--- config.mk ---
export PLATFORM = sky130hd
export DESIGN_NAME = eccc_top
export DESIGN_NICKNAME = d
export VERILOG_FILES = /design/src/hw/eccc_pkg.sv /design/src/hw/eccc_chan.sv /design/src/hw/eccc_top.sv
export VERILOG_INCLUDE_DIRS = /design/src /design/src/hw
export SDC_FILE = /design/constraint.sdc
export NUM_CORES = 1
export LEC_CHECK = 0
export BUFFER_PORTS_ARGS = -buffer_cell sky130_fd_sc_hd__clkbuf_2
export CORE_UTILIZATION = 28
export CTS_CLUSTER_DIAMETER = 50
export DETAILED_ROUTE_END_ITERATION = 10
export GPL_TIMING_DRIVEN = 0
export PLACE_DENSITY = 0.58
export RECOVER_POWER = 100
export SLEW_MARGIN = 25
export SYNTH_ARGS = -nofsm -noshare
export SYNTH_HDL_FRONTEND = slang
export SYNTH_SLANG_ARGS = --single-unit
--- constraint.sdc ---
create_clock -name REF_CLK_IN -period 2.15 [get_ports REF_CLK_IN]
set_input_delay 0.1075 -clock REF_CLK_IN [delete_from_list [all_inputs] [get_ports REF_CLK_IN]]
set_output_delay 0.1075 -clock REF_CLK_IN [all_outputs]
set_load 0.05 [all_outputs]
--- src/hw/eccc_params.svh ---
// Offsets, field positions, reset values and timing counts of the canceller control block
// Contract
// Bypass passes send and receive inputs unchanged to their outputs.
// Bypass holds filter coefficients at zero and stops adaptation.
// Without bypass, both outputs carry the cancellation processing result.
// Adaptation disable freezes coefficients while echo is still subtracted.
// Adaptation enabled keeps coefficients tracking the echo path.
// Tone detect disable stops tone detection; clearing it restarts detection.
// Both cancellers tone-disabled powers down the shared tone processors.
// Phase qualification disabled: tone detector fires on any 2100 Hz tone.
// Phase qualification enabled: detector fires only with periodic phase reversals.
// Offset filter bypass routes both input samples around the offset filters.
// Offset filter bypass clear keeps the offset filters in both inputs.
// Send mute replaces every send output sample with quiet code.
// Send mute clear lets processed samples reach the send output.
// Receive mute forces quiet code on receive output; clearing restores samples.
// Disable bits stop the non-linear processor and narrow-band detector.
// Gated tone flag high only with automatic tone handling and tone present.
// Host writes second canceller controls twice, 350 ns to 20 us apart.
`ifndef ECCC_PARAMS_SVH
`define ECCC_PARAMS_SVH
// ==========================================
// Register byte offsets
`define ECCC_OFS_CTL1_FIRST 8'h00
`define ECCC_OFS_CTL2_FIRST 8'h04
`define ECCC_OFS_CTL1_SECOND 8'h08
`define ECCC_OFS_CTL2_SECOND 8'h0C
`define ECCC_OFS_STAT_FIRST 8'h10
`define ECCC_OFS_STAT_SECOND 8'h14
`define ECCC_OFS_IRQ_STATUS 8'h18
`define ECCC_OFS_IRQ_ENABLE 8'h1C
`define ECCC_OFS_IRQ_CLEAR 8'h20
`define ECCC_OFS_LAW 8'h24
// ==========================================
// Reset values, fields, codes
`define ECCC_RST_CTL1 8'h02
`define ECCC_RST_CTL2 8'h00
`define ECCC_STAT_TONE 6
`define ECCC_STAT_GATED 1
`define ECCC_STAT_NB 0
`define ECCC_IRQ_W 5
`define ECCC_QUIET_MU 8'hFF
`define ECCC_QUIET_A 8'hD5
`define ECCC_QUIET_SIGN 8'h80
`define ECCC_RESP_OKAY 2'h0
`define ECCC_RESP_SLVERR 2'h2
// ==========================================
// Timing
`define ECCC_CLK_NS 100
`define ECCC_DW_MIN_NS 350
`define ECCC_DW_MAX_NS 20000
`define ECCC_DW_MIN_CYC ((`ECCC_DW_MIN_NS + `ECCC_CLK_NS - 1) / `ECCC_CLK_NS)
`define ECCC_DW_MAX_CYC (`ECCC_DW_MAX_NS / `ECCC_CLK_NS)
`endif

--- src/hw/eccc_pkg.sv ---
// Types shared by the canceller control block
`include "eccc_params.svh"
package eccc_pkg;
	typedef enum logic [1:0]
	{
		ECCC_LAW_MU = 2'h0,
		ECCC_LAW_A = 2'h1,
		ECCC_LAW_SIGN = 2'h2
	} eccc_law_type;
	typedef struct packed
	{
		logic reset_req;
		logic noise_inject_disable;
		logic back_to_back;
		logic pad;
		logic bypass;
		logic adaptation_disable;
		logic fixed_one;
		logic fixed_zero;
	} eccc_ctl_one_type;
	typedef struct packed
	{
		logic tone_detect_disable;
		logic phase_qualification_disable;
		logic nonlinear_processor_disable;
		logic automatic_tone_handling;
		logic narrowband_detector_disable;
		logic offset_filter_bypass_bit;
		logic send_mute;
		logic receive_mute;
	} eccc_ctl_two_type;
	typedef struct packed
	{
		logic valid;
		logic [7:0] send;
		logic [7:0] recv;
	} eccc_pcm_type;
	typedef struct packed
	{
		logic [7:0] send_proc;
		logic [7:0] recv_proc;
		logic [7:0] send_hpf;
		logic [7:0] recv_hpf;
		logic tone_present;
		logic phase_reversal;
		logic narrowband;
	} eccc_core_type;
	typedef struct packed
	{
		logic coef_zero;
		logic adapt_enable;
		logic echo_subtract;
		logic tone_enable;
		logic nlp_enable;
		logic nb_enable;
	} eccc_knob_type;
	typedef struct packed
	{
		logic tone;
		logic gated;
		logic nb;
	} eccc_flag_type;
	typedef struct packed
	{
		eccc_pcm_type pcm;
		eccc_pcm_type feed;
		eccc_knob_type knob;
		eccc_flag_type flags;
	} eccc_chan_state_type;
	typedef struct packed
	{
		logic awrdy;
		logic wrdy;
		logic aw_held;
		logic w_held;
		logic [7:0] aw_addr;
		logic [7:0] w_data;
		logic w_lane;
		logic bvalid;
		logic [1:0] bresp;
		logic arrdy;
		logic rvalid;
		logic [1:0] rresp;
		logic [7:0] rdata;
		eccc_ctl_one_type [1:0] ctl_one;
		eccc_ctl_two_type [1:0] ctl_two;
		eccc_law_type law;
		logic [`ECCC_IRQ_W-1:0] irq_status;
		logic [`ECCC_IRQ_W-1:0] irq_enable;
		logic irq;
		logic power_down;
		logic dw_pend;
		logic dw_sel;
		logic [7:0] dw_data;
		logic [7:0] dw_cnt;
		logic [1:0] gated_prev;
		logic [1:0] nb_prev;
	} eccc_top_state_type;
	function automatic logic [7:0] eccc_quiet(input eccc_law_type law);
		case (law)
			ECCC_LAW_MU: eccc_quiet = `ECCC_QUIET_MU;
			ECCC_LAW_A: eccc_quiet = `ECCC_QUIET_A;
			default: eccc_quiet = `ECCC_QUIET_SIGN;
		endcase
	endfunction : eccc_quiet
endpackage : eccc_pkg

--- src/hw/eccc_chan.sv ---
// One canceller: output selection, input routing, core knobs and tone flags
`timescale 1ns/1ps
module eccc_chan
(
	input wire logic clk_in, // Block clock
	input wire logic rst_n_in, // Asynchronous reset, active low
	input wire eccc_pkg::eccc_ctl_one_type ctl_one_in, // First control byte
	input wire eccc_pkg::eccc_ctl_two_type ctl_two_in, // Second control byte
	input wire eccc_pkg::eccc_law_type law_in, // PCM encoding
	input wire eccc_pkg::eccc_pcm_type pcm_in, // Input samples
	input wire eccc_pkg::eccc_core_type core_in, // Core results
	output eccc_pkg::eccc_pcm_type pcm_out, // Output samples
	output eccc_pkg::eccc_pcm_type feed_out, // Samples into the canceller
	output eccc_pkg::eccc_knob_type knob_out, // Core controls
	output eccc_pkg::eccc_flag_type flags_out // Detector flags
);
	import eccc_pkg::*;
	eccc_chan_state_type st_reg;
	eccc_chan_state_type st_next;
	logic [7:0] quiet;
	always_comb
	begin
		st_next = st_reg;
		quiet = eccc_quiet(law_in);
		st_next.pcm.valid = pcm_in.valid;
		st_next.feed.valid = pcm_in.valid;
		if (pcm_in.valid)
		begin
			// Mute wins over bypass
			if (ctl_two_in.send_mute)
				st_next.pcm.send = quiet;
			else if (ctl_one_in.bypass)
				st_next.pcm.send = pcm_in.send;
			else
				st_next.pcm.send = core_in.send_proc;
			if (ctl_two_in.receive_mute)
				st_next.pcm.recv = quiet;
			else if (ctl_one_in.bypass)
				st_next.pcm.recv = pcm_in.recv;
			else
				st_next.pcm.recv = core_in.recv_proc;
			st_next.feed.send = ctl_two_in.offset_filter_bypass_bit ? pcm_in.send :
				core_in.send_hpf;
			st_next.feed.recv = ctl_two_in.offset_filter_bypass_bit ? pcm_in.recv :
				core_in.recv_hpf;
		end
		st_next.knob.coef_zero = ctl_one_in.bypass;
		st_next.knob.adapt_enable = !ctl_one_in.bypass && !ctl_one_in.adaptation_disable;
		st_next.knob.echo_subtract = !ctl_one_in.bypass;
		st_next.knob.tone_enable = !ctl_two_in.tone_detect_disable;
		st_next.knob.nlp_enable = !ctl_two_in.nonlinear_processor_disable;
		st_next.knob.nb_enable = !ctl_two_in.narrowband_detector_disable;
		st_next.flags.tone = !ctl_two_in.tone_detect_disable && core_in.tone_present &&
			(ctl_two_in.phase_qualification_disable || core_in.phase_reversal);
		st_next.flags.gated = ctl_two_in.automatic_tone_handling && st_next.flags.tone;
		st_next.flags.nb = !ctl_two_in.narrowband_detector_disable && core_in.narrowband;
	end
	always_ff @(posedge clk_in or negedge rst_n_in)
	begin
		if (!rst_n_in)
			st_reg <= '0;
		else
			st_reg <= st_next;
	end
	assign pcm_out = st_reg.pcm;
	assign feed_out = st_reg.feed;
	assign knob_out = st_reg.knob;
	assign flags_out = st_reg.flags;
endmodule : eccc_chan

--- src/hw/eccc_top.sv ---
// Top of the canceller pair control block: register slave, pair logic, interrupt
//
// Added by the designer: the register addresses and the AXI4-Lite register port.
`timescale 1ns/1ps
`include "eccc_params.svh"
module eccc_top
(
	input wire logic REF_CLK_IN, // 10 MHz block clock
	input wire logic RST_N_IN, // Asynchronous reset, active low
	input wire logic [7:0] S_AXI_AWADDR_IN, // Write address
	input wire logic S_AXI_AWVALID_IN, // Write address valid
	output logic S_AXI_AWREADY_OUT, // Write address ready
	input wire logic [31:0] S_AXI_WDATA_IN, // Write data
	input wire logic [3:0] S_AXI_WSTRB_IN, // Write byte strobes
	input wire logic S_AXI_WVALID_IN, // Write data valid
	output logic S_AXI_WREADY_OUT, // Write data ready
	output logic [1:0] S_AXI_BRESP_OUT, // Write response
	output logic S_AXI_BVALID_OUT, // Write response valid
	input wire logic S_AXI_BREADY_IN, // Write response ready
	input wire logic [7:0] S_AXI_ARADDR_IN, // Read address
	input wire logic S_AXI_ARVALID_IN, // Read address valid
	output logic S_AXI_ARREADY_OUT, // Read address ready
	output logic [31:0] S_AXI_RDATA_OUT, // Read data
	output logic [1:0] S_AXI_RRESP_OUT, // Read response
	output logic S_AXI_RVALID_OUT, // Read data valid
	input wire logic S_AXI_RREADY_IN, // Read data ready
	input wire eccc_pkg::eccc_pcm_type [1:0] PCM_IN, // Input samples per canceller
	input wire eccc_pkg::eccc_core_type [1:0] CORE_IN, // Core results per canceller
	output eccc_pkg::eccc_pcm_type [1:0] PCM_OUT, // Output samples per canceller
	output eccc_pkg::eccc_pcm_type [1:0] FEED_OUT, // Canceller input samples
	output eccc_pkg::eccc_knob_type [1:0] KNOB_OUT, // Core controls per canceller
	output logic TONE_POWER_DOWN_OUT, // Shared tone processors powered down
	output logic IRQ_OUT // Interrupt, active high level
);
	import eccc_pkg::*;
	localparam logic [7:0] DW_MIN = 8'(`ECCC_DW_MIN_CYC);
	localparam logic [7:0] DW_MAX = 8'(`ECCC_DW_MAX_CYC);
	eccc_top_state_type st_reg;
	eccc_top_state_type st_next;
	eccc_flag_type [1:0] chan_flags;
	logic do_wr;
	logic dw_hit;
	logic dw_tgt;
	logic dw_ok;
	logic dw_fault;
	logic [`ECCC_IRQ_W-1:0] irq_clr;
	logic [`ECCC_IRQ_W-1:0] irq_ev;
	logic [7:0] stat_first;
	logic [7:0] stat_second;

	// ==========================================
	// Status bytes
	always_comb
	begin
		stat_first = 8'h00;
		stat_first[`ECCC_STAT_TONE] = chan_flags[0].tone;
		stat_first[`ECCC_STAT_GATED] = chan_flags[0].gated;
		stat_first[`ECCC_STAT_NB] = chan_flags[0].nb;
		stat_second = 8'h00;
		stat_second[`ECCC_STAT_TONE] = chan_flags[1].tone;
		stat_second[`ECCC_STAT_GATED] = chan_flags[1].gated;
		stat_second[`ECCC_STAT_NB] = chan_flags[1].nb;
	end

	// ==========================================
	// Register slave, paired writes, interrupt
	always_comb
	begin
		st_next = st_reg;
		do_wr = st_reg.aw_held && st_reg.w_held && !st_reg.bvalid;
		dw_hit = 1'b0;
		dw_tgt = 1'b0;
		irq_clr = '0;
		// Channel handshakes
		if (S_AXI_AWVALID_IN && st_reg.awrdy)
		begin
			st_next.aw_held = 1'b1;
			st_next.aw_addr = S_AXI_AWADDR_IN;
		end
		if (S_AXI_WVALID_IN && st_reg.wrdy)
		begin
			st_next.w_held = 1'b1;
			st_next.w_data = S_AXI_WDATA_IN[7:0];
			st_next.w_lane = S_AXI_WSTRB_IN[0];
		end
		if (S_AXI_BREADY_IN && st_reg.bvalid)
			st_next.bvalid = 1'b0;
		// Write decode
		if (do_wr)
		begin
			st_next.aw_held = 1'b0;
			st_next.w_held = 1'b0;
			st_next.bvalid = 1'b1;
			st_next.bresp = `ECCC_RESP_OKAY;
			if (st_reg.aw_addr == `ECCC_OFS_CTL1_FIRST)
			begin
				if (st_reg.w_lane)
					st_next.ctl_one[0] = eccc_ctl_one_type'(st_reg.w_data);
			end
			else if (st_reg.aw_addr == `ECCC_OFS_CTL2_FIRST)
			begin
				if (st_reg.w_lane)
					st_next.ctl_two[0] = eccc_ctl_two_type'(st_reg.w_data);
			end
			else if (st_reg.aw_addr == `ECCC_OFS_CTL1_SECOND)
			begin
				dw_hit = st_reg.w_lane;
				dw_tgt = 1'b0;
			end
			else if (st_reg.aw_addr == `ECCC_OFS_CTL2_SECOND)
			begin
				dw_hit = st_reg.w_lane;
				dw_tgt = 1'b1;
			end
			else if (st_reg.aw_addr == `ECCC_OFS_IRQ_ENABLE)
			begin
				if (st_reg.w_lane)
					st_next.irq_enable = st_reg.w_data[`ECCC_IRQ_W-1:0];
			end
			else if (st_reg.aw_addr == `ECCC_OFS_IRQ_CLEAR)
			begin
				if (st_reg.w_lane)
					irq_clr = st_reg.w_data[`ECCC_IRQ_W-1:0];
			end
			else if (st_reg.aw_addr == `ECCC_OFS_LAW)
			begin
				if (st_reg.w_lane)
					st_next.law = eccc_law_type'(st_reg.w_data[1:0]);
			end
			else if (st_reg.aw_addr == `ECCC_OFS_STAT_FIRST ||
				st_reg.aw_addr == `ECCC_OFS_STAT_SECOND ||
				st_reg.aw_addr == `ECCC_OFS_IRQ_STATUS)
			begin
				// Read-only, write ignored
				st_next.bresp = `ECCC_RESP_OKAY;
			end
			else
				st_next.bresp = `ECCC_RESP_SLVERR;
		end
		// Second canceller takes a value only from a matching pair of writes
		dw_ok = dw_hit && st_reg.dw_pend && st_reg.dw_sel == dw_tgt &&
			st_reg.dw_data == st_reg.w_data &&
			st_reg.dw_cnt >= DW_MIN && st_reg.dw_cnt <= DW_MAX;
		dw_fault = dw_hit && st_reg.dw_pend && !dw_ok;
		if (st_reg.dw_pend)
		begin
			if (st_reg.dw_cnt == DW_MAX)
				st_next.dw_pend = 1'b0;
			else
				st_next.dw_cnt = st_reg.dw_cnt + 8'h01;
		end
		if (dw_ok)
		begin
			st_next.dw_pend = 1'b0;
			if (dw_tgt)
				st_next.ctl_two[1] = eccc_ctl_two_type'(st_reg.w_data);
			else
				st_next.ctl_one[1] = eccc_ctl_one_type'(st_reg.w_data);
		end
		else if (dw_hit)
		begin
			// First of a pair, or a broken pair restarting
			st_next.dw_pend = 1'b1;
			st_next.dw_sel = dw_tgt;
			st_next.dw_data = st_reg.w_data;
			st_next.dw_cnt = 8'h01;
		end
		st_next.awrdy = !st_next.aw_held && !st_next.bvalid;
		st_next.wrdy = !st_next.w_held && !st_next.bvalid;
		// Read side
		if (S_AXI_RREADY_IN && st_reg.rvalid)
			st_next.rvalid = 1'b0;
		if (S_AXI_ARVALID_IN && st_reg.arrdy)
		begin
			st_next.rvalid = 1'b1;
			st_next.rresp = `ECCC_RESP_OKAY;
			st_next.rdata = 8'h00;
			if (S_AXI_ARADDR_IN == `ECCC_OFS_CTL1_FIRST)
				st_next.rdata = st_reg.ctl_one[0];
			else if (S_AXI_ARADDR_IN == `ECCC_OFS_CTL2_FIRST)
				st_next.rdata = st_reg.ctl_two[0];
			else if (S_AXI_ARADDR_IN == `ECCC_OFS_CTL1_SECOND)
				st_next.rdata = st_reg.ctl_one[1];
			else if (S_AXI_ARADDR_IN == `ECCC_OFS_CTL2_SECOND)
				st_next.rdata = st_reg.ctl_two[1];
			else if (S_AXI_ARADDR_IN == `ECCC_OFS_STAT_FIRST)
				st_next.rdata = stat_first;
			else if (S_AXI_ARADDR_IN == `ECCC_OFS_STAT_SECOND)
				st_next.rdata = stat_second;
			else if (S_AXI_ARADDR_IN == `ECCC_OFS_IRQ_STATUS)
				st_next.rdata = {3'h0, st_reg.irq_status};
			else if (S_AXI_ARADDR_IN == `ECCC_OFS_IRQ_ENABLE)
				st_next.rdata = {3'h0, st_reg.irq_enable};
			else if (S_AXI_ARADDR_IN == `ECCC_OFS_IRQ_CLEAR)
				st_next.rdata = 8'h00;
			else if (S_AXI_ARADDR_IN == `ECCC_OFS_LAW)
				st_next.rdata = {6'h00, st_reg.law};
			else
				st_next.rresp = `ECCC_RESP_SLVERR;
		end
		st_next.arrdy = !st_next.rvalid;
		// Events: set wins over a clear in the same cycle
		irq_ev = {dw_fault,
			chan_flags[1].nb && !st_reg.nb_prev[1],
			chan_flags[0].nb && !st_reg.nb_prev[0],
			chan_flags[1].gated && !st_reg.gated_prev[1],
			chan_flags[0].gated && !st_reg.gated_prev[0]};
		st_next.gated_prev = {chan_flags[1].gated, chan_flags[0].gated};
		st_next.nb_prev = {chan_flags[1].nb, chan_flags[0].nb};
		st_next.irq_status = (st_reg.irq_status & ~irq_clr) | irq_ev;
		st_next.irq = |(st_next.irq_status & st_next.irq_enable);
		st_next.power_down = st_reg.ctl_two[0].tone_detect_disable &&
			st_reg.ctl_two[1].tone_detect_disable;
	end

	always_ff @(posedge REF_CLK_IN or negedge RST_N_IN)
	begin
		if (!RST_N_IN)
		begin
			st_reg <= '0;
			st_reg.ctl_one <= {`ECCC_RST_CTL1, `ECCC_RST_CTL1};
			st_reg.ctl_two <= {`ECCC_RST_CTL2, `ECCC_RST_CTL2};
		end
		else
			st_reg <= st_next;
	end

	assign S_AXI_AWREADY_OUT = st_reg.awrdy;
	assign S_AXI_WREADY_OUT = st_reg.wrdy;
	assign S_AXI_BRESP_OUT = st_reg.bresp;
	assign S_AXI_BVALID_OUT = st_reg.bvalid;
	assign S_AXI_ARREADY_OUT = st_reg.arrdy;
	assign S_AXI_RDATA_OUT = {24'h000000, st_reg.rdata};
	assign S_AXI_RRESP_OUT = st_reg.rresp;
	assign S_AXI_RVALID_OUT = st_reg.rvalid;
	assign TONE_POWER_DOWN_OUT = st_reg.power_down;
	assign IRQ_OUT = st_reg.irq;

	// ==========================================
	// Canceller channels
	genvar g;
	generate
		for (g = 0; g < 2; g++)
		begin : g_chan
			eccc_chan u_chan
			(
				.clk_in(REF_CLK_IN),
				.rst_n_in(RST_N_IN),
				.ctl_one_in(st_reg.ctl_one[g]),
				.ctl_two_in(st_reg.ctl_two[g]),
				.law_in(st_reg.law),
				.pcm_in(PCM_IN[g]),
				.core_in(CORE_IN[g]),
				.pcm_out(PCM_OUT[g]),
				.feed_out(FEED_OUT[g]),
				.knob_out(KNOB_OUT[g]),
				.flags_out(chan_flags[g])
			);
			a_bypass_pass:
			assert property (@(posedge REF_CLK_IN) disable iff (!RST_N_IN)
				PCM_IN[g].valid && st_reg.ctl_one[g].bypass && !st_reg.ctl_two[g].send_mute &&
				!st_reg.ctl_two[g].receive_mute
				|=> PCM_OUT[g].send == $past(PCM_IN[g].send) &&
				PCM_OUT[g].recv == $past(PCM_IN[g].recv))
				else $error("bypass did not copy inputs");
			a_coef_zero:
			assert property (@(posedge REF_CLK_IN) disable iff (!RST_N_IN)
				st_reg.ctl_one[g].bypass |=> KNOB_OUT[g].coef_zero && !KNOB_OUT[g].adapt_enable)
				else $error("bypass left coefficients or adaptation live");
			a_proc_path:
			assert property (@(posedge REF_CLK_IN) disable iff (!RST_N_IN)
				PCM_IN[g].valid && !st_reg.ctl_one[g].bypass && !st_reg.ctl_two[g].send_mute
				|=> PCM_OUT[g].send == $past(CORE_IN[g].send_proc))
				else $error("send output not from processing");
			a_adapt_freeze:
			assert property (@(posedge REF_CLK_IN) disable iff (!RST_N_IN)
				st_reg.ctl_one[g].adaptation_disable && !st_reg.ctl_one[g].bypass
				|=> !KNOB_OUT[g].adapt_enable && KNOB_OUT[g].echo_subtract)
				else $error("frozen canceller adapting or not subtracting");
			a_adapt_run:
			assert property (@(posedge REF_CLK_IN) disable iff (!RST_N_IN)
				!st_reg.ctl_one[g].adaptation_disable && !st_reg.ctl_one[g].bypass
				|=> KNOB_OUT[g].adapt_enable)
				else $error("adaptation not running");
			a_tone_gate:
			assert property (@(posedge REF_CLK_IN) disable iff (!RST_N_IN)
				st_reg.ctl_two[g].tone_detect_disable |=> !KNOB_OUT[g].tone_enable &&
				!chan_flags[g].tone)
				else $error("tone detection active while disabled");
			a_tone_any:
			assert property (@(posedge REF_CLK_IN) disable iff (!RST_N_IN)
				!st_reg.ctl_two[g].tone_detect_disable &&
				st_reg.ctl_two[g].phase_qualification_disable && CORE_IN[g].tone_present
				|=> chan_flags[g].tone)
				else $error("unqualified tone missed");
			a_tone_qual:
			assert property (@(posedge REF_CLK_IN) disable iff (!RST_N_IN)
				!st_reg.ctl_two[g].phase_qualification_disable && !CORE_IN[g].phase_reversal
				|=> !chan_flags[g].tone)
				else $error("tone flagged without phase reversal");
			a_hpf_route:
			assert property (@(posedge REF_CLK_IN) disable iff (!RST_N_IN)
				PCM_IN[g].valid && st_reg.ctl_two[g].offset_filter_bypass_bit
				|=> FEED_OUT[g].send == $past(PCM_IN[g].send) &&
				FEED_OUT[g].recv == $past(PCM_IN[g].recv))
				else $error("offset filter not bypassed");
			a_hpf_keep:
			assert property (@(posedge REF_CLK_IN) disable iff (!RST_N_IN)
				PCM_IN[g].valid && !st_reg.ctl_two[g].offset_filter_bypass_bit
				|=> FEED_OUT[g].send == $past(CORE_IN[g].send_hpf))
				else $error("offset filter dropped");
			a_send_mute:
			assert property (@(posedge REF_CLK_IN) disable iff (!RST_N_IN)
				PCM_IN[g].valid && st_reg.ctl_two[g].send_mute
				|=> PCM_OUT[g].send == eccc_quiet($past(st_reg.law)))
				else $error("send not muted to quiet code");
			a_recv_mute:
			assert property (@(posedge REF_CLK_IN) disable iff (!RST_N_IN)
				PCM_IN[g].valid && st_reg.ctl_two[g].receive_mute
				|=> PCM_OUT[g].recv == eccc_quiet($past(st_reg.law)))
				else $error("receive not muted to quiet code");
			a_nlp_off:
			assert property (@(posedge REF_CLK_IN) disable iff (!RST_N_IN)
				st_reg.ctl_two[g].nonlinear_processor_disable |=> !KNOB_OUT[g].nlp_enable)
				else $error("non-linear processor still enabled");
			a_nb_off:
			assert property (@(posedge REF_CLK_IN) disable iff (!RST_N_IN)
				st_reg.ctl_two[g].narrowband_detector_disable |=> !KNOB_OUT[g].nb_enable &&
				!chan_flags[g].nb)
				else $error("narrow-band detector still enabled");
			a_gated_flag:
			assert property (@(posedge REF_CLK_IN) disable iff (!RST_N_IN)
				chan_flags[g].gated |-> chan_flags[g].tone &&
				$past(st_reg.ctl_two[g].automatic_tone_handling))
				else $error("gated tone flag without its causes");
		end
	endgenerate

	// ==========================================
	// Pair and interrupt checks
	a_pair_power:
	assert property (@(posedge REF_CLK_IN) disable iff (!RST_N_IN)
		st_reg.ctl_two[0].tone_detect_disable && st_reg.ctl_two[1].tone_detect_disable
		|=> TONE_POWER_DOWN_OUT)
		else $error("tone processors not powered down");
	a_pair_wake:
	assert property (@(posedge REF_CLK_IN) disable iff (!RST_N_IN)
		!(st_reg.ctl_two[0].tone_detect_disable && st_reg.ctl_two[1].tone_detect_disable)
		|=> !TONE_POWER_DOWN_OUT)
		else $error("tone processors down while one canceller needs them");
	a_dw_commit:
	assert property (@(posedge REF_CLK_IN) disable iff (!RST_N_IN)
		dw_ok && dw_tgt |=> st_reg.ctl_two[1] == $past(st_reg.w_data) && !st_reg.dw_pend)
		else $error("paired write not committed");
	a_dw_reject:
	assert property (@(posedge REF_CLK_IN) disable iff (!RST_N_IN)
		dw_hit && !dw_ok |=> $stable(st_reg.ctl_one[1]) && $stable(st_reg.ctl_two[1]))
		else $error("unpaired write reached second canceller");
	a_irq_level:
	assert property (@(posedge REF_CLK_IN) disable iff (!RST_N_IN)
		|(st_reg.irq_status & st_reg.irq_enable) |-> IRQ_OUT)
		else $error("enabled event without interrupt");
endmodule : eccc_top
==> results of run 1 <==
timing repair:
item | CTS | global route
cloned | 1 | 0
endpoints found under the setup margin | 48 | 53
endpoints found under the hold margin | 93 | 1
pin swaps | 10 | 12
setup buffers | 13 | 6
hold buffers | 69 | 1
gates resized for setup | 21 | 47
metal layers:
metal  routed length, um  GRT usage [%]
met2               13190          28.54
met5                   0              0
met4                 402          4.479
met1               11760          20.44
met3                1231          3.800
area by class of cell:
class	count	area, sq um	area share (%)
Sequential cell	186	4671	38.28
Multi-Input combinational cell	538	3866	31.68
Timing Repair Buffer	322	1943	15.92
Tap cell	396	495.5	4.060
Buffer	80	467.9	3.835
Clock buffer	18	429.2	3.517
Inverter	49	183.9	1.507
Clock inverter	14	138.9	1.138
Antenna cell	3	7.507	0.06152
metrics by stage:
| stage | area, sq um | hold WS [ps] | setup slack (ps) | total power, W |
|---|---|---|---|---|
| floorplan | 8987 | -188.1 | -65.89 | 0.006137 |
| global placement | 10640 | 239.0 | -3174 | 0.006944 |
| finish | 12200 | 13.70 | -155.6 | 0.01021 |
| global route | 12200 | 14.85 | -241.8 | 0.01075 |
| CTS | 12150 | 1.788 | -218.2 | 0.01027 |
| detailed placement | 10710 | 51.02 | -378.4 | 0.006996 |
cells in the final DEF, fill, tap and decap left out, drive strengths merged, types with 3 or more instances in the layout:
cell,Yosys,routed
clkbuf,30,282
dfrtp,184,184
mux2,75,75
dlygate4sd3,0,70
buf,53,68
nor2,62,62
nand2,60,60
o21ai,54,54
a21oi,52,52
mux2i,51,51
inv,47,51
conb,1,26
nand3,21,21
o211ai,16,16
nor2b,10,10
o22ai,9,9
clkinv,2,9
xnor2,8,8
xor2,8,8
a31oi,7,7
and3,7,7
nand2b,6,6
and2,6,6
nand4,5,5
or2,5,5
nand3b,4,5
nor3,5,5
a211oi,4,4
diode,0,3
a22o,3,3
o21a,3,3
clkinvlp,0,3
nor4,3,3
where the power goes:
part | internal (W) | total, W | switching [W]
clock network | 0.00153 | 0.00305 | 0.00151
registers | 0.00396 | 0.00440 | 0.000436
logic | 0.00102 | 0.00277 | 0.00175
total | 0.00651 | 0.0102 | 0.00370
kinds of logic (layout without fill, tap and decap cells):
| kind of cell | after synthesis | in the layout |
|---|---|---|
| AOI/OAI and AO/OA | 161 | 161 |
| and+or+nand+nor | 204 | 205 |
| DFF | 186 | 186 |
| xor gates and xnor gates | 16 | 16 |
| other | 1 | 29 |
| muxes | 128 | 128 |
| buffers and inverters | 132 | 483 |
| adders and majority gates | 2 | 2 |
worst max-delay path, stage by stage (launching register included):
cell and delay [ps]:
dfrtp_2 460, nor4bb_4 350, and4bb_4 350, mux2_4 320, o21a_1 110, a2111o_1 390, a21o_1 200
final timing paths:
check | from | endpoint | cells past startpoint
hold / removal | CORE_IN[6] | g_chan[0].u_chan.feed_out[3] | 3
setup / recovery | st_reg[93] | IRQ_OUT | 6
setup reg to reg | st_reg[93] | IRQ_OUT | 6
hold reg to reg | st_reg[55] | g_chan[0].u_chan.knob_out[5] | 0
min in group asynchronous | RST_N_IN | st_reg[90] | 2
max in group asynchronous | RST_N_IN | st_reg[61] | 4
==> impl_metrics.csv, run 1 <==
group,metric,value,unit
detailed_routing,drtIter0Drc,457,
yosys,ys_top_cells_by_area,"dfrtp_1 52%, mux2_2 9.1%, mux2i_1 5.8%, buf_4 3.3%, o21ai_0 3.0%",
yosys,ys_seq_elements,186,
sta,tightest_slew,1017,ps
sta,rsz0062_at_grt,"true",
layout,nets,1359,
sta,fin_worst_skew,11.81,ps
run,drv_cap,0,
sta,setup_viol,12,
layout,final_core_util,39.48,%
die,floorplan.initialDensity,28.71,%
layout,largest_register_ffs,85,
critical_path,rrSetupSlack,-160,ps
die,num_rows,64,
die,die_x,180.0,um
grt,grt_use_total,16.45,%
placement,place_inst,1484,
critical_path,critPathLaunchType,"flip-flop",
clocking,worstSkewPairLatency,430,ps
sta,hold_viol,0,
layout,fin_cells,1606,
yosys,synth.most_common_cell,"dfrtp_1",
clocking,cts.sinks,186,
detailed_routing,drcViolationCount,0,
yosys,synth_compound_area_share,10.82,%
detailed_routing,viasPerCell,4.559,
grt,grt_overflow,0,
clocking,htree_levels,4,
detailed_routing,antenna_left,0,
sta,fin_crit,2306,ps
yosys,ys_types,59,
layout,area_growth,37.52,%
sta,period_share,107.2,%
yosys,synthXorXnorAreaFrac,1.579,%
sta,slew_violations,0,
grt,grt_pass1_vias,7605,
critical_path,arrival,2600,ps
yosys,async_reset_ff_share,100.0,%
status,violations,"setup timing",
pwr,power.leakage,5.438,nW
critical_path,cp.required,2450,ps
clocking,cts_tree,"done",
die,ios,286,
grt,grt_max_degree,81,
grt,grt_pass1_wl,41690,um
layout,fillers,3115,
sta,setup_tns,-257.0,ps
worst_hold_path,min_path_type,"primary input to flip-flop",
detailed_routing,wl_per_cell,16.55,um
placement,finalWeightedCongestion,0.8257,
sta,slew_headroom,31.60,%
detailed_routing,num_vias,7322,
clocking,cts-root-buf,"clkbuf_16",
yosys,yosysTopAreaCell,"dfrtp_1",
yosys,synth_area,0.008874,sq mm
yosys,synthTopCellsByCount,"184 x dfrtp_1, 72 x mux2_2, 62 x nor2_1",
placement,dpl.hpwl,19040,um
yosys,synth_flop_cell,"dfrtp_1",
sta,worst_slack,-155.6,ps
yosys,yosys.area.top_type_share,51.89,%
clocking,cts.clk_slew.worst_paths,70,ps
die,die_h,180.0,um
pwr,ir_drop,490.7,uV
yosys,synth_edf_count,0,
clocking,cts_buffer_depth,2,
pwr,power.density,836.5,mW/mm^2
placement,io_buffers,231,
detailed_routing,wl,26580,um
critical_path,path_max_fanout,5,
critical_path,crit_path_end_kind,"flip-flop",
status,status,"finished with violations",
sta,clock.fmax,0.4337,GHz
grt,antenna_found_initial,2,
clocking,cts_buffers,17,
yosys,synth.avg_cell_area,10.69,sq um
yosys,synthAdderAreaFrac,0.2820,%
yosys,yosys.area_share.simple,11.66,%
yosys,synth_seq_area_share,52.48,%
die,core,0.03091,sq mm
yosys,yosys_warnings,0,
critical_path,critPathKind,"flip-flop to flip-flop",
yosys,synth_top_family_by_area,"multiplexers",
layout,drive_above_1_share,29.25,%
detailed_routing,firstDrtPassIters,4,
die,dieArea,0.03241,sq mm
yosys,synth.area.mux_share,15.78,%
yosys,syn_inst,830,
No activity file was read; power rests on OpenSTA's default activity.
==> run 2, diff against run 1 <==
ABC_AREA = 1   (was unset)
==> impl_metrics.csv, run 2 <==
group,metric,value,unit
pwr,power.density,958.5,mW/mm^2
layout,fillers,3186,
sta,clock.fmax,0.5037,GHz
yosys,synth_seq_area_share,52.40,%
critical_path,arrival,2330,ps
yosys,syn_inst,1093,
clocking,cts-root-buf,"clkbuf_16",
layout,largest_register_ffs,85,
sta,fin_worst_skew,12.13,ps
critical_path,crit_path_end_kind,"flip-flop",
critical_path,critPathKind,"flip-flop to flip-flop",
sta,setup_viol,0,
grt,grt_max_degree,79,
detailed_routing,firstDrtPassIters,5,
detailed_routing,drtIter0Drc,647,
placement,io_buffers,232,
yosys,synth.avg_cell_area,8.131,sq um
sta,hold-worst-slack,15.73,ps
detailed_routing,num_vias,8676,
worst_hold_path,min_path_type,"primary input to flip-flop",
clocking,cts_buffers,17,
critical_path,cp.required,2500,ps
placement,finalWeightedCongestion,0.8793,
die,die_h,180.2,um
critical_path,path_max_fanout,10,
yosys,yosysTopAreaCell,"dfrtp_1",
critical_path,regToRegEndpoint,"st_reg[63]",
placement,dpl.hpwl,21020,um
die,core,0.03091,sq mm
clocking,postCtsSetupRepairBufs,0,
die,num_rows,64,
sta,rsz0062_at_grt,"false",
pwr,design_power_total,0.01182,W
sta,slew_headroom,47.02,%
layout,mostFrequentLayoutCells,"304 x nand2_1, 184 x dfrtp_1, 146 x o21ai_0",
sta,tightest_slew,794.7,ps
grt,grt_overflow,0,
detailed_routing,viasPerCell,4.571,
yosys,ys_types,41,
detailed_routing,antenna_left,0,
clocking,htree_levels,4,
layout,multiInputGateArea,0.003507,sq mm
clocking,cts.clk_slew.worst_paths,70,ps
clocking,cts_tree,"done",
layout,area_growth,38.80,%
sta,hold_viol,0,
yosys,synth_flop_cell,"dfrtp_1",
yosys,async_reset_ff_share,100.0,%
yosys,synthTopCellsByCount,"301 x nand2_1, 184 x dfrtp_1, 141 x o21ai_0",
die,ios,286,
yosys,yosys_warnings,0,
critical_path,ff2ff_path_depth,8,
grt,grt_pass1_vias,8553,
yosys,yosys.area.top_type_share,51.81,%
clocking,worstSkewPairLatency,440,ps
layout,drive_above_1_share,16.52,%
yosys,synth_area,0.008887,sq mm
grt,antenna_found_initial,1,
critical_path,rrSetupSlack,160,ps
run,drv_cap,0,
detailed_routing,wl,28840,um
layout,nets,1653,
critical_path,regToRegStartpoint,"st_reg[98]",
clocking,cts_buffer_depth,2,
status,status,"complete, no violations",
grt,grt_use_total,18.10,%
die,die_x,180.2,um
die,dieArea,0.03246,sq mm
detailed_routing,wl_per_cell,15.20,um
sta,period_share,92.34,%
yosys,synth_edf_count,0,
critical_path,critPathLaunchType,"flip-flop",
layout,final_common_cell,"nand2_1",
grt,grt_pass1_wl,46120,um
sta,fin_crit,1985,ps
yosys,synth.most_common_cell,"nand2_1",
detailed_routing,drcViolationCount,0,
die,floorplan.initialDensity,28.75,%
sta,slew_violations,0,
pwr,ir_drop,578.6,uV
pwr,power.leakage,5.986,nW
yosys,ys_seq_elements,186,
critical_path,setup.worst_path.start,"st_reg[98]",
yosys,ys_top_cells_by_area,"dfrtp_1 52%, nand2_1 13%, o21ai_0 7.9%, nor2_1 5.4%, inv_1 3.5%",
clocking,cts.sinks,186,
critical_path,crit_end,"st_reg[63]",
layout,register_area,0.004657,sq mm
==> run 2: cell count changes after synthesis, sizes merged, moves of 14 or more <==
| cell | previous run | this run |
|---|---|---|
| a21oi | 52 | 18 |
| inv | 47 | 96 |
| mux2 | 75 | 0 |
| mux2i | 51 | 1 |
| nand2 | 60 | 306 |
| nand3 | 21 | 49 |
| nor2 | 62 | 139 |
| o211ai | 16 | 30 |
| o21ai | 54 | 158 |
==> run 2: logic make-up after synthesis <==
logic type | after synthesis | share of synthesized area, %
buf+inv | 169 | 8.968
xor+xnor | 4 | 0.3942
compound gates | 210 | 13.01
simple gates | 520 | 24.79
other cells | 1 | 0.04220
fa+ha+maj | 2 | 0.2815
mux | 1 | 0.1126
flops | 186 | 52.40
==> run 2: worst min path at each step <==
| stage | startpoint | endpoint | slack (ps) | cells past startpoint |
|---|---|---|---|---|
| after global placement | PCM_IN[16] | g_chan[0].u_chan.pcm_out[16] | 310 | 1 |
| final | S_AXI_AWVALID_IN | st_reg[98] | 20 | 4 |
| after global routing | PCM_IN[4] | g_chan[0].u_chan.feed_out[4] | 20 | 3 |
| after CTS | S_AXI_AWVALID_IN | st_reg[98] | 3 | 4 |
| after floorplan | RST_N_IN | IRQ_OUT | -190 | 0 |
| after detailed placement | RST_N_IN | st_reg[9] | 40 | 1 |
==> run 2: area by class of cell <==
| type | count | area share (%) |
|---|---|---|
| Sequential cell | 186 | 37.75 |
| Multi-Input combinational cell | 763 | 28.43 |
| Timing Repair Buffer | 352 | 18.36 |
| Tap cell | 396 | 4.017 |
| Clock buffer | 19 | 3.591 |
| Buffer | 68 | 3.398 |
| Inverter | 100 | 3.073 |
| Clock inverter | 13 | 1.359 |
| Antenna cell | 1 | 0.02029 |
==> run 2: repair_timing <==
action / in CTS / in global routing
endpoints found under the hold margin: 200 / 0
setup endpoints to repair: 0 / 17
gates resized for setup: 0 / 3
hold buffers: 118 / 0
==> run 2: routing by layer <==
layer | share of wire [%] | up-vias | GRT usage, %
li1 | - | 4253 | -
met5 | 0 | - | 0
met4 | 1.7 | 0 | 5.538
met1 | 45 | 4072 | 23.39
met3 | 6.0 | 31 | 3.496
met2 | 47 | 320 | 30.55
==> run 2: stage by stage <==
stage                     cells  setup slack, ps  area, sq um  TNS (ps)  util (%)
after floorplan            1118            335.1         8981         0         -
after global placement     1746            -2874        10640   -526730     34.42
after detailed placement   1748            93.78        10700         0     34.62
after CTS                  1898            90.72        12490         0     40.42
after global routing       1897            8.450        12330         0     39.90
final                      1898            164.8        12340         0     39.91
==> run 2: critical path, cell delays in order, from the launching register on <==
cell and delay, ps:
dfrtp_1 400, nor2_2 160, nand2_1 140, inv_1 190, nand4_2 180, nor2_2 200, nand4_4 200, buf_4 230
o21ai_1 190
==> run 2: power by group <==
| group | internal (W) | switching [W] |
|---|---|---|
| sequential | 0.00417 | 0.000496 |
| combinational | 0.00102 | 0.00282 |
| clock | 0.00187 | 0.00144 |
==> run 3, diff against run 2 <==
CTS_BUF_LIST = sky130_fd_sc_hd__clkbuf_8   (was unset)
==> impl_metrics.csv, run 3 (synthesized netlist as in run 2, its figures left out) <==
group,metric,value,unit
detailed_routing,drcViolationCount,0,
sta,fin_crit,2039,ps
die,ios,286,
sta,rsz0062_at_grt,"false",
pwr,clkPwrFrac,22.8,%
sta,slew_violations,0,
pwr,power.density,904.5,mW/mm^2
clocking,cts.sinks,186,
die,dieArea,0.03246,sq mm
sta,hold-worst-slack,43.60,ps
pwr,ir_drop,580.1,uV
layout,nets,1668,
placement,io_buffers,232,
clocking,cts_buffer_depth,2,
sta,tightest_slew,1107,ps
critical_path,path_max_fanout,8,
detailed_routing,firstDrtPassIters,5,
die,die_h,180.2,um
critical_path,setup.worst_path.start,"PCM_IN[33]",
critical_path,regToRegStartpoint,"st_reg[46]",
critical_path,regToRegEndpoint,"g_chan[1].u_chan.feed_out[8]",
sta,setup_viol,0,
grt,antenna_found_initial,1,
layout,final_core_util,39.77,%
detailed_routing,drtIter0Drc,651,
detailed_routing,antenna_left,0,
clocking,worstSkewPairLatency,490,ps
pwr,power.leakage,5.971,nW
layout,mostFrequentLayoutCells,"304 x nand2_1, 184 x dfrtp_1, 146 x o21ai_0",
layout,largest_register_ffs,85,
pwr,comb_power_share,35.3,%
sta,fin_worst_skew,19.14,ps
detailed_routing,viasPerCell,4.574,
clocking,cts-root-buf,"clkbuf_8",
detailed_routing,wl_per_cell,15.18,um
die,num_rows,64,
grt,grt_max_degree,79,
critical_path,crit_path_end_kind,"flip-flop",
layout,drive_above_1_share,16.49,%
critical_path,ff2ff_path_depth,5,
placement,dp_slack,93.78,ps
clocking,postCtsSetupRepairBufs,0,
sta,slew_headroom,26.19,%
die,floorplan.initialDensity,28.75,%
critical_path,critPathLaunchType,"primary input",
run,drv_cap,0,
grt,grt_use_total,18.17,%
placement,dpl.hpwl,21020,um
layout,area_growth,38.34,%
pwr,intPower,0.006434,W
sta,worst_slack,111.1,ps
layout,multiInputGateArea,0.003507,sq mm
die,core,0.03091,sq mm
clocking,cts_buffers,17,
pwr,pwr-share-seq,41.9,%
critical_path,arrival,2460,ps
placement,finalWeightedCongestion,0.8793,
sta,period_share,94.83,%
worst_hold_path,min_path_type,"primary input to flip-flop",
clocking,htree_levels,4,
critical_path,critPathKind,"primary input to flip-flop",
detailed_routing,wl,29050,um
clocking,cts_tree,"done",
detailed_routing,num_vias,8751,
critical_path,crit_end,"g_chan[1].u_chan.pcm_out[10]",
pwr,p_sw_share,42.14,%
clocking,cts.clk_slew.worst_paths,100,ps
sta,clock.fmax,0.4904,GHz
layout,register_area,0.004657,sq mm
critical_path,rrSetupSlack,150,ps
grt,grt_pass1_vias,8650,
layout,final_common_cell,"nand2_1",
die,die_x,180.2,um
status,status,"complete, no violations",
pwr,p_sw,0.004685,W
layout,fillers,3192,
sta,hold_viol,0,
grt,grt_overflow,0,
critical_path,cp.required,2580,ps
grt,grt_pass1_wl,46370,um
run 3: repair_timing:
action	CTS	global route
hold endpoints to repair	202	0
gates resized for setup	0	4
endpoints found under the setup margin	0	19
hold buffers	134	0
run 3: layer usage:
| metal | global-route usage [%] | up-vias | share of wire (%) |
|---|---|---|---|
| met5 | 0 | - | 0 |
| met4 | 5.573 | 0 | 1.7 |
| met3 | 3.456 | 28 | 6.0 |
| met2 | 30.75 | 321 | 47 |
| met1 | 23.44 | 4116 | 45 |
| li1 | - | 4286 | - |
run 3: how the worst min path moves through the flow:
stage	slack (ps)	cells after the start	endpoint	start
finish	40	3	g_chan[0].u_chan.feed_out[3]	CORE_IN[6]
global placement	310	1	g_chan[0].u_chan.pcm_out[16]	PCM_IN[16]
detailed placement	40	1	st_reg[9]	RST_N_IN
global route	20	3	g_chan[0].u_chan.feed_out[3]	CORE_IN[6]
floorplan	-190	0	IRQ_OUT	RST_N_IN
CTS	30	3	g_chan[0].u_chan.flags_out[1]	CORE_IN[1]
run 3: area by class of cell:
| cell class | count | area share (%) |
|---|---|---|
| antenna | 1 | 0.02035 |
| clock inverter | 14 | 1.394 |
| inverter | 100 | 3.114 |
| clock buffer | 18 | 2.015 |
| tap | 396 | 4.030 |
| multi-input combinational | 763 | 28.53 |
| timing repair buffer | 368 | 19.64 |
| sequential | 186 | 37.88 |
| buffer | 67 | 3.379 |
run 3: worst max-delay path, cell delays in order:
cell,delay (ps)
dlygate4sd3_1,520
clkbuf_1,250
inv_1,160
nor2_1,490
o21ai_0,190
o211ai_1,190
dlygate4sd3_1,560
run 3: power by group through the flow:
| stage | clock [W] | combinational [W] | sequential [W] |
|---|---|---|---|
| 2_1_floorplan | 0 | 0.00172 | 0.00558 |
| 3_3_place_gp | 0 | 0.00374 | 0.00469 |
| 3_5_place_dp | 0 | 0.00378 | 0.00471 |
| 4_1_cts | 0.00261 | 0.00405 | 0.00464 |
| 5_1_grt | 0.00275 | 0.00431 | 0.00475 |
| 6_report | 0.00254 | 0.00393 | 0.00466 |
run 3: stage by stage:
step                total power [W]  setup TNS [ps]  instances  area, sq um
floorplan                  0.007308               0       1118         8981
global placement           0.008427         -526730       1746        10640
detailed placement         0.008483               0       1748        10700
CTS                         0.01130               0       1914        12460
global route                0.01181               0       1912        12290
finish                      0.01112               0       1913        12290
